File: config.mk
export PLATFORM = sky130hd
export DESIGN_NAME = dpc_host
export DESIGN_NICKNAME = d
export VERILOG_FILES = /design/src/dpc_pkg.sv /design/src/dpc_host.sv
export SDC_FILE = /design/constraint.sdc
export NUM_CORES = 1
export LEC_CHECK = 0
export BUFFER_PORTS_ARGS = -buffer_cell sky130_fd_sc_hd__clkbuf_2
export CAP_MARGIN = 20
export CORE_UTILIZATION = 45
export DETAILED_ROUTE_END_ITERATION = 10
export PLACE_DENSITY = 0.68
export REMOVE_ABC_BUFFERS = 1
export SYNTH_ARGS = -nofsm -noshare
export SYNTH_HDL_FRONTEND = slang
export SYNTH_SLANG_ARGS = --single-unit
File: constraint.sdc
create_clock -name clk_sys -period 4.06 [get_ports clk_sys]
set_input_delay 0.406 -clock clk_sys [delete_from_list [all_inputs] [get_ports clk_sys]]
set_output_delay 0.406 -clock clk_sys [all_outputs]
set_load 0.01 [all_outputs]
File: src/dpc_pkg.sv
/*
  Package for the dual-port coordination host controller: command codes,
  pin bundles, address constants and pin timing counts.
  Assumes a 200 MHz system clock and one port of the dual-port memory.
*/
package dpc_pkg;
  // ==========================================================================
  // address and data layout
  localparam int ADDR_W = 16;
  localparam int DATA_W = 8;
  localparam int FLAG_IDX_W = 3;
  localparam logic [15:0] MAIL_LEFT_ADDR = 16'hFFFE;
  localparam logic [15:0] MAIL_RIGHT_ADDR = 16'hFFFF;
  localparam logic [7:0] FLAG_FREE = 8'hFF;
  localparam logic [7:0] FLAG_HELD = 8'h00;

  // ==========================================================================
  // software register map (word indices)
  localparam logic [3:0] REG_CTRL = 4'h0;
  localparam logic [3:0] REG_ADDR = 4'h1;
  localparam logic [3:0] REG_WDATA = 4'h2;
  localparam logic [3:0] REG_STATUS = 4'h3;
  localparam logic [3:0] REG_RDATA = 4'h4;
  localparam logic [3:0] REG_PINS = 4'h5;
  localparam logic [31:0] READ_ZERO = 32'h0000_0000;

  // ctrl field: bit0..1 command, bit2 start
  localparam int CTRL_START_BIT = 2;
  localparam int STAT_BUSY_BIT = 0;
  localparam int STAT_COLL_BIT = 1;
  localparam int STAT_GRANT_BIT = 2;

  // ==========================================================================
  // timing: pin step time and derived cycle count
  localparam int CLK_PERIOD_PS = 5000;
  localparam int STEP_TIME_PS = 25000;
  localparam int STEP_CYCLES = (STEP_TIME_PS + CLK_PERIOD_PS - 1) / CLK_PERIOD_PS;
  localparam logic [3:0] STEP_CNT = 4'(STEP_CYCLES);
  localparam logic [3:0] CNT_ZERO = 4'h0;

  typedef enum logic [1:0] {
    CMD_MEM_READ,
    CMD_MEM_WRITE,
    CMD_FLAG_READ,
    CMD_FLAG_WRITE
  } dpc_cmd_t;

  typedef struct packed {
    logic portEnable_n;
    logic flag_space_select_n;
    logic readDrive_n;
    logic writeStrobe_n;
    logic [ADDR_W-1:0] addr;
  } dpc_ctl_t;
endpackage

File: src/dpc_host.sv
/*
  Host controller for one port of the dual-port coordination logic.
  Software orders single memory or semaphore cycles through a small register
  port; the controller drives the port pins for fixed step counts, samples the collision flag,
  and reports read data and mailbox/collision state.
  Assumes the device sits on asynchronous pins sampled on clk_sys.
*/
// Design decisions made here: the plain strobed port and the placing of the registers.
//
// Contract
// - flag access: enable high, select low
// - slave collision pin tied high normally
// - hold address until collision settles
// - one master per address range
`timescale 1ns/1ps
module dpc_host #(
  // a step of at least 2 lets the synchronised pins settle before capture
  parameter int STEP = dpc_pkg::STEP_CYCLES
)(
  input wire logic clk_sys,
  input wire logic rstn,
  input wire logic [3:0] regAddr,
  input wire logic [31:0] regWdata,
  input wire logic regWr,
  input wire logic regRd,
  output logic [31:0] regRdata,
  output dpc_pkg::dpc_ctl_t pinCtl,
  output logic [7:0] dataOut,
  output logic dataOe,
  input wire logic [7:0] dataIn,
  input wire logic collision_flag_n,
  input wire logic mail_irq_n
);
  typedef enum logic [2:0] {ST_IDLE, ST_SETUP, ST_STROBE, ST_RECOVER} dpc_state_t;

  dpc_state_t state_q;
  logic [1:0] cmd_q;
  logic [15:0] addr_q;
  logic [7:0] wdata_q, rdata_q;
  logic [3:0] cnt_q;
  logic coll_q, grant_q;
  logic [2:0] collSync_q, irqSync_q;
  logic [7:0] dinS1_q, dinS2_q, dinS3_q, dinStable_q;
  logic collLow, irqLow;

  // ==========================================================================
  // pin synchronisers: change counts once second and third stages agree
  always_ff @(posedge clk_sys or negedge rstn)
    if (!rstn)
    begin
      // collision comes from the single master and idles high
      collSync_q <= 3'h7;
      irqSync_q <= 3'h7;
      dinS1_q <= 8'h00;
      dinS2_q <= 8'h00;
      dinS3_q <= 8'h00;
    end
    else
    begin
      collSync_q <= {collSync_q[1:0], collision_flag_n};
      irqSync_q <= {irqSync_q[1:0], mail_irq_n};
      dinS1_q <= dataIn;
      dinS2_q <= dinS1_q;
      dinS3_q <= dinS2_q;
    end

  logic collLow_q, irqLow_q;
  always_ff @(posedge clk_sys or negedge rstn)
    if (!rstn)
    begin
      collLow_q <= 1'b0;
      irqLow_q <= 1'b0;
      dinStable_q <= 8'h00;
    end
    else
    begin
      if (collSync_q[1] == collSync_q[2]) collLow_q <= !collSync_q[2];
      if (irqSync_q[1] == irqSync_q[2]) irqLow_q <= !irqSync_q[2];
      if (dinS2_q == dinS3_q) dinStable_q <= dinS3_q;
    end
  assign collLow = collLow_q;
  assign irqLow = irqLow_q;

  function automatic logic isFlag(input logic [1:0] c);
    isFlag = (c == 2'(dpc_pkg::CMD_FLAG_READ)) || (c == 2'(dpc_pkg::CMD_FLAG_WRITE));
  endfunction
  function automatic logic isWrite(input logic [1:0] c);
    isWrite = (c == 2'(dpc_pkg::CMD_MEM_WRITE)) || (c == 2'(dpc_pkg::CMD_FLAG_WRITE));
  endfunction

  wire startCmd = regWr && (regAddr == dpc_pkg::REG_CTRL)
    && regWdata[dpc_pkg::CTRL_START_BIT] && (state_q == ST_IDLE);

  // ==========================================================================
  // software register writes
  always_ff @(posedge clk_sys or negedge rstn)
    if (!rstn)
    begin
      addr_q <= 16'h0000;
      wdata_q <= 8'h00;
      cmd_q <= 2'h0;
    end
    else if (regWr)
    begin
      if (regAddr == dpc_pkg::REG_ADDR) addr_q <= regWdata[15:0];
      else if (regAddr == dpc_pkg::REG_WDATA) wdata_q <= regWdata[7:0];
      else if (startCmd) cmd_q <= regWdata[1:0];
    end

  // ==========================================================================
  // pin cycle sequencer
  always_ff @(posedge clk_sys or negedge rstn)
    if (!rstn)
    begin
      state_q <= ST_IDLE;
      cnt_q <= dpc_pkg::CNT_ZERO;
    end
    else
      case (state_q)
        ST_IDLE:
          if (startCmd)
          begin
            state_q <= ST_SETUP;
            cnt_q <= 4'(STEP);
          end
        ST_SETUP:
          // address and enable settle before the strobe
          if (cnt_q != dpc_pkg::CNT_ZERO) cnt_q <= cnt_q - 4'h1;
          else
          begin
            state_q <= ST_STROBE;
            cnt_q <= 4'(STEP);
          end
        ST_STROBE:
          if (cnt_q != dpc_pkg::CNT_ZERO) cnt_q <= cnt_q - 4'h1;
          else
          begin
            state_q <= ST_RECOVER;
            cnt_q <= 4'(STEP);
          end
        default:
          if (cnt_q != dpc_pkg::CNT_ZERO) cnt_q <= cnt_q - 4'h1;
          else state_q <= ST_IDLE;
      endcase

  // ==========================================================================
  // pin drive
  always_ff @(posedge clk_sys or negedge rstn)
    if (!rstn)
    begin
      pinCtl <= '{1'b1, 1'b1, 1'b1, 1'b1, 16'h0000};
      dataOut <= 8'h00;
      dataOe <= 1'b0;
    end
    else
    begin
      if (state_q == ST_IDLE && startCmd)
      begin
        // flag space: memory enable high, select low, three index bits
        pinCtl.portEnable_n <= isFlag(regWdata[1:0]);
        pinCtl.flag_space_select_n <= !isFlag(regWdata[1:0]);
        pinCtl.addr <= isFlag(regWdata[1:0]) ? {13'h0000, addr_q[2:0]} : addr_q;
        pinCtl.readDrive_n <= isWrite(regWdata[1:0]);
        // request or release uses bit zero only
        dataOut <= isFlag(regWdata[1:0]) ? {7'h00, wdata_q[0]} : wdata_q;
        dataOe <= isWrite(regWdata[1:0]);
      end
      else if (state_q == ST_SETUP && cnt_q == dpc_pkg::CNT_ZERO)
        pinCtl.writeStrobe_n <= !isWrite(cmd_q);
      else if (state_q == ST_STROBE && cnt_q == dpc_pkg::CNT_ZERO)
      begin
        pinCtl.writeStrobe_n <= 1'b1;
        // deselect so the latched flag value is refreshed next read
        pinCtl.readDrive_n <= 1'b1;
        pinCtl.portEnable_n <= 1'b1;
        pinCtl.flag_space_select_n <= 1'b1;
      end
      else if (state_q == ST_RECOVER && cnt_q == dpc_pkg::CNT_ZERO)
        dataOe <= 1'b0;
    end

  // ==========================================================================
  // result capture
  always_ff @(posedge clk_sys or negedge rstn)
    if (!rstn)
    begin
      rdata_q <= 8'h00;
      coll_q <= 1'b0;
      grant_q <= 1'b0;
    end
    else if (startCmd)
      coll_q <= 1'b0;
    else if (state_q == ST_STROBE && cnt_q == dpc_pkg::CNT_ZERO)
    begin
      rdata_q <= dinStable_q;
      // a collided memory read or write is reported; the device blocks a collided write
      coll_q <= collLow && !isFlag(cmd_q);
      // all zeros means this side owns the flag
      if (isFlag(cmd_q) && !isWrite(cmd_q)) grant_q <= (dinStable_q == dpc_pkg::FLAG_HELD);
    end

  // ==========================================================================
  // software reads, data one cycle later
  always_ff @(posedge clk_sys or negedge rstn)
    if (!rstn) regRdata <= dpc_pkg::READ_ZERO;
    else if (!regRd) regRdata <= dpc_pkg::READ_ZERO;
    else if (regAddr == dpc_pkg::REG_ADDR) regRdata <= {16'h0000, addr_q};
    else if (regAddr == dpc_pkg::REG_WDATA) regRdata <= {24'h000000, wdata_q};
    else if (regAddr == dpc_pkg::REG_STATUS)
      regRdata <= {28'h0000000, irqLow, grant_q, coll_q, state_q != ST_IDLE};
    else if (regAddr == dpc_pkg::REG_RDATA) regRdata <= {24'h000000, rdata_q};
    else if (regAddr == dpc_pkg::REG_PINS) regRdata <= {30'h00000000, irqLow, collLow};
    else regRdata <= dpc_pkg::READ_ZERO;
endmodule

* Word level (Yosys, flattened, before mapping) *
Index checks and enable logic that the tools add are counted.

storage, ports and cells
  output and inout bits = 61
  word-level logic and storage cells = 119
  register bits after elaboration = 144

operators by class
  reductions and logical operators = 40
  bitwise logic cells = 4
  muxes and demuxes = 27
  eq/ne operators = 23
  $add $sub $neg = 1

operators by type and width
  cell                                                  number
  2-to-1 mux 32 bit                                     3
  2-to-1 mux 8 bit                                      3
  2-to-1 mux 3 bit                                      6
  2-to-1 mux 16 bit                                     1
  2-to-1 mux 4 bit                                      4
  inequality test 2 bit (second input constant)         6
  AND reduction 2 bit                                   5
  logical AND 1 bit                                     9
  case mux 3 bit (3 select lines)                       1
  AND reduction 3 bit                                   3
  equality test 2 bit (second input constant)           4
  equality test 4 x 2 -> 1 bit (second input constant)  2
  equality test 4 x 3 -> 1 bit (second input constant)  2
  equality test 8 bit                                   1
  logical NOT 4 bit                                     2
  logical NOT 8 bit                                     1
  case mux 4 bit (2 select lines)                       1
  AND reduction 4 bit                                   2
  nonzero test 2 bit                                    4
  2-to-1 mux 1 bit                                      7
  equality test 3 x 2 -> 1 bit (second input constant)  2
  nonzero test 3 bit                                    2
  logical NOT 1 bit                                     5
  equality test 2 x 1 -> 1 bit (second input constant)  2
  other kinds (10)                                      17

* Depth between registers and ports, before layout *
  word-level depth = 7
  depth in mapped cells = 8
  depth with buffers taken out = 6

* Worst setup path after synthesis *
OpenSTA, ideal clock, no wires.

  kind = flip-flop to flip-flop
  from = reg cnt_q[0]
  to = reg state_q[1]
  path slack = 2338 ps
  arrival = 1594 ps
  path buffers = 1
  library setup time = 128 ps
  clock period less this slack = 1722 ps
  cell stages (with the launch flop) = 7
  required time = 3932 ps
  path through = dfrtp_1 inv_1 ha_1 or3b_1 clkbuf_1 a21oi_2 mux2_1

on the way
  cells in the longest elaborated chain, start to end = 3
  elaborated cells on any way between the ends = 5
  classes of those cells = eq/ne: 3; reduce/logical: 2

ends and longest elaborated chain
  element                                 RTL line                                           source
  start, declared                         dpc_host.sv:40                                     logic [3:0] cnt_q;
  start signal, assigned                  dpc_host.sv:116                                    cnt_q <= dpc_pkg::CNT_ZERO;
  start signal, assigned                  dpc_host.sv:124                                    cnt_q <= 4'(STEP);
  start signal, assigned                  dpc_host.sv:128                                    if (cnt_q != dpc_pkg::CNT_ZERO) cnt_q <= cnt_q - 4'h1;
  nonzero test 4 bit *                    dpc_host.sv:128, dpc_host.sv:135, dpc_host.sv:142
  inequality test 2 bit (no source line)  n/a
  AND reduction 4 bit (no source line) *  n/a
  end signal, assigned                    dpc_host.sv:131                                    state_q <= ST_STROBE;
  end signal, assigned                    dpc_host.sv:138                                    state_q <= ST_RECOVER;
  end signal, assigned                    dpc_host.sv:143                                    else state_q <= ST_IDLE;
  end, declared                           dpc_host.sv:36                                     dpc_state_t state_q;

Mark *: on every way between the ends. The rest lies on a longest branch, timed or not.
A chain may end at the register's enable or synchronous reset.

* Worst setup path after layout *
  from = reg state_q[0]
  to = reg pinCtl[16] (netlist name)

on the way
  cells in the longest elaborated chain, start to end = 5
  elaborated cells on any way between the ends = 11
  classes of those cells = eq/ne: 2; mux: 1; bitwise: 1; reduce/logical: 7

ends and longest elaborated chain
  element                                                               RTL line         source
  start signal, assigned                                                dpc_host.sv:115  state_q <= ST_IDLE;
  start signal, assigned                                                dpc_host.sv:123  state_q <= ST_SETUP;
  start signal, assigned                                                dpc_host.sv:131
  branches (longest 5 deep; another with equality test 3 x 1 -> 1 bit)  n/a
  end signal, assigned                                                  dpc_host.sv:151  pinCtl <= '{1'b1, 1'b1, 1'b1, 1'b1, 16'h0000};
  end, declared                                                         dpc_host.sv:27   output dpc_pkg::dpc_ctl_t pinCtl,

Several ways; the timed one is not identified.

==> key figures <==
Die
  – Die Y: 109.6 um
  – Total core area: ~11000 um^2
  – Width of the chip: 109.6 um
  – Starting Density: between 40% and 50%
  – DIE AREA: approximately 12000 um^2
  – Row Count: 38
  – Ports: around 110

STA
  – Tightest Pin Transition: between 500 and 600 ps
  – Final setup violation count: 0
  – Maximum clock frequency: just under 0.5 GHz
  – Max_slew headroom: 60.49%
  – Slew Viols, Final: 0
  – Fin crit period: between 2000 and 2500 ps
  – Fin crit share: roughly 50%
  – Hold Fails Final Rpt: 0
  – Setup TNS: 0 ps
  – Clk_skew: 5.408 ps
  – RSZ-0062 raised after global routing: no

Power
  – Cell Pwr Density: about 610 nW/um^2
  – Power, Total: about 3.8 mW
  – Peak supply drop: ~0.00041 V
  – NetSw: between 1 and 1.5 mW
  – Gate power share: approximately 18%
  – Sw Ratio: ~30%
  – Leakage: around 3.2 nW
  – Clock network fraction of total power: 39.9%
  – Reg power frac: 42.5%
  – Pint: 2.690 mW

Route
  – Vias per cell: approximately 5
  – Total Wirelength: approximately 10 mm
  – Detailed Routing Iterations Pass 1: 4
  – Residual DRC count: 0
  – Drt wl/cell: 15.56 um
  – Via count: 3360
  – Post-route ant nets: 0
  – DR iter-0 viols: 174

Run status
  – Run status: completed

Min path
  – Worst min path class: in2reg
  – Hold Path Cell Cnt: 1

Layout
  – Area Overhead vs Synth: 20.31%
  – # diodes: 0
  – Final nets: approximately 560
  – Final Util: 56.60%
  – Share of layout cells above drive strength 1: about a third
  – Finished layout cell area: about 6300 um^2

Flow run
  – # Max-Cap Violations: 0

Synthesis
  – Post-synth top flop: dfrtp_1
  – Syn_area_per_cell: between 10 and 15 um^2
  – Yosys warns: 0
  – Syn Inst Count: around 420
  – Seq/Total Area, Yosys: approximately three fifths
  – Number of synthesized flops with an enable pin: 0
  – Post-synth cell types: a little over 50
  – Cell Area, Synth: around 5200 um^2
  – Asr flop ratio synth: 100.0%
  – Flops & latches, synth: around 130

CTS
  – CTS resizes: 0
  – CTS clk-pin slew, worst paths: ~60 ps
  – Sink Count: approximately 130
  – H-tree levels: 4
  – Clock tree from TritonCTS: yes
  – Clk_lat worst skew: 410 ps
  – CTS buffer count: 17
  – Root buf cell: clkbuf_16
  – Clock Tree Buf Depth: 2

Placed design
  – Port bufs: 78
  – Cell Area, Placed: roughly 5600 um^2
  – Final GP Congestion: 0.7387
  – Final HPWL DP: 7.061 mm

Global routing
  – GRT overflow: 0
  – Largest net degree at the start of global routing: 47
  – Vias in the first global route: approximately 3.4k
  – Initial antenna violation count: 0
  – First-pass GRT wire length: 17.01 mm
  – GRT Total Usage: a little under a fifth

Setup path
  – Worst setup EP type: flop
  – Startpoint Class: flop
  – Critical Path Fanout Max: 23
  – CP Data Arrival Time: about 2400 ps
  – Critical Path RT: approximately 4400 ps
  – Critical setup path kind: reg2reg
  – Worst Reg2Reg Path Length in Cells: 5
[critical path, stage by stage (launching register included)]
cell	delay, ps
dfrtp_1	420
inv_1	120
ha_1	370
nand3_1	420
buf_4	370
a41oi_1	250
[final timing paths]
check	from	endpoint	slack (ps)
setup / recovery	state_q[0]	pinCtl[16]	2030
hold / removal	mail_irq_n	irqSync_q[0]	70
setup reg to reg	state_q[0]	pinCtl[16]	2030
hold reg to reg	dinS1_q[7]	dinS2_q[7]	350
max in group asynchronous	rstn	addr_q[13]	2540
min in group asynchronous	rstn	pinCtl[10]	510
[final cells by class]
type / instances / area (um^2)
clock buffer: 17 / 425.4
tap: 140 / 175.2
sequential: 127 / 3191
fill: 938 / 4808
inverter: 11 / 41.29
clock inverter: 15 / 192.7
timing repair buffer: 82 / 425.4
multi-input combinational: 268 / 1819
[registers in the layout, indices dropped and copies added, names as in the netlist, 2 cells and up]
name         count
state_q          2
dataOut          8
wdata_q          8
regRdata        16
rdata_q          8
cmd_q            2
cnt_q            4
pinCtl          20
dinS1_q          8
addr_q          16
dinStable_q      8
collSync_q       3
irqSync_q        3
dinS3_q          8
dinS2_q          8
[power by group through the flow]
stage / Sequential [mW] / Clock [mW] / Combinational, mW
CTS: 1.63 / 1.56 / 0.688
floorplan: 1.63 / 0 / 0.468
global route: 1.66 / 1.62 / 0.770
detailed placement: 1.65 / 0 / 0.682
global placement: 1.64 / 0 / 0.651
finish: 1.63 / 1.53 / 0.677
[synth_stat cells (4+ instances only)]
master      n  area share (%)
buf_4      17             2.4
nand3b_1   20             2.9
nor2b_1     4            0.48
ha_1        6             1.4
buf_2       5            0.48
nand2b_1    4            0.48
o221a_2     4            0.86
xor2_1      8             1.3
mux2_2     39             8.4
nor3_1      6            0.58
o21ai_0     8            0.77
clkbuf_1    6            0.43
dfstp_2    10             5.0
o22ai_1     6            0.72
and2_1      8            0.96
inv_1      11            0.79
nand3_1     6            0.58
nand2_1    70             5.0
a21oi_1     8            0.77
a22oi_1     4            0.58
nor2_1     13            0.94
dfrtp_1   117              56
nor4_1      4            0.48
[metrics by stage]
stage	instances	hold slack, ps	worst slack (ps)
finish	660	69.94	2030
floorplan	406	110.4	2212
CTS	660	54.18	2034
global route	660	55.70	1912
global placement	627	333.1	1908
detailed placement	627	334.7	1885
[layout by cell type, fill, tap and decap left out, drive strengths merged, types with 8 or more instances in the layout]
master	synthesis	final
conb	1	16
dfstp	10	10
mux2	41	41
a21oi	10	10
nand2	70	70
clkbuf	6	94
o21ai	8	8
xor2	8	8
dfrtp	117	117
inv	11	19
nor2	14	14
nand3b	20	20
and2	8	8
[cells by family (layout without fill, tap and decap cells)]
kind of cell	Yosys count	after routing	share of synthesized area [%]
buffers and inverters	42	125	4.946
xor gates and xnor gates	8	8	1.345
DFF	127	127	61.22
AOI/OAI and AO/OA	49	49	6.939
adders and majority gates	6	6	1.441
other	1	16	0.07196
and+or+nand+nor	145	145	14.60
muxes	44	44	9.436
[what timing repair did]
item,in CTS,in global routing
buffers inserted,0,0
hold buffers,1,0
endpoints found under the hold margin,20,0
[layer usage]
| metal | wire length, um | global-route usage, % | vias to the layer above | share of wire (%) |
|---|---|---|---|---|
| li1 | - | - | 1586 | - |
| met1 | 4744 | 25.34 | 1674 | 46 |
| met4 | 181 | 8.667 | 0 | 1.8 |
| met2 | 4960 | 29.78 | 84 | 48 |
| met3 | 385 | 4.564 | 16 | 3.7 |
| met5 | 0 | 0 | - | 0 |
Power figures use the tool's default switching activity.
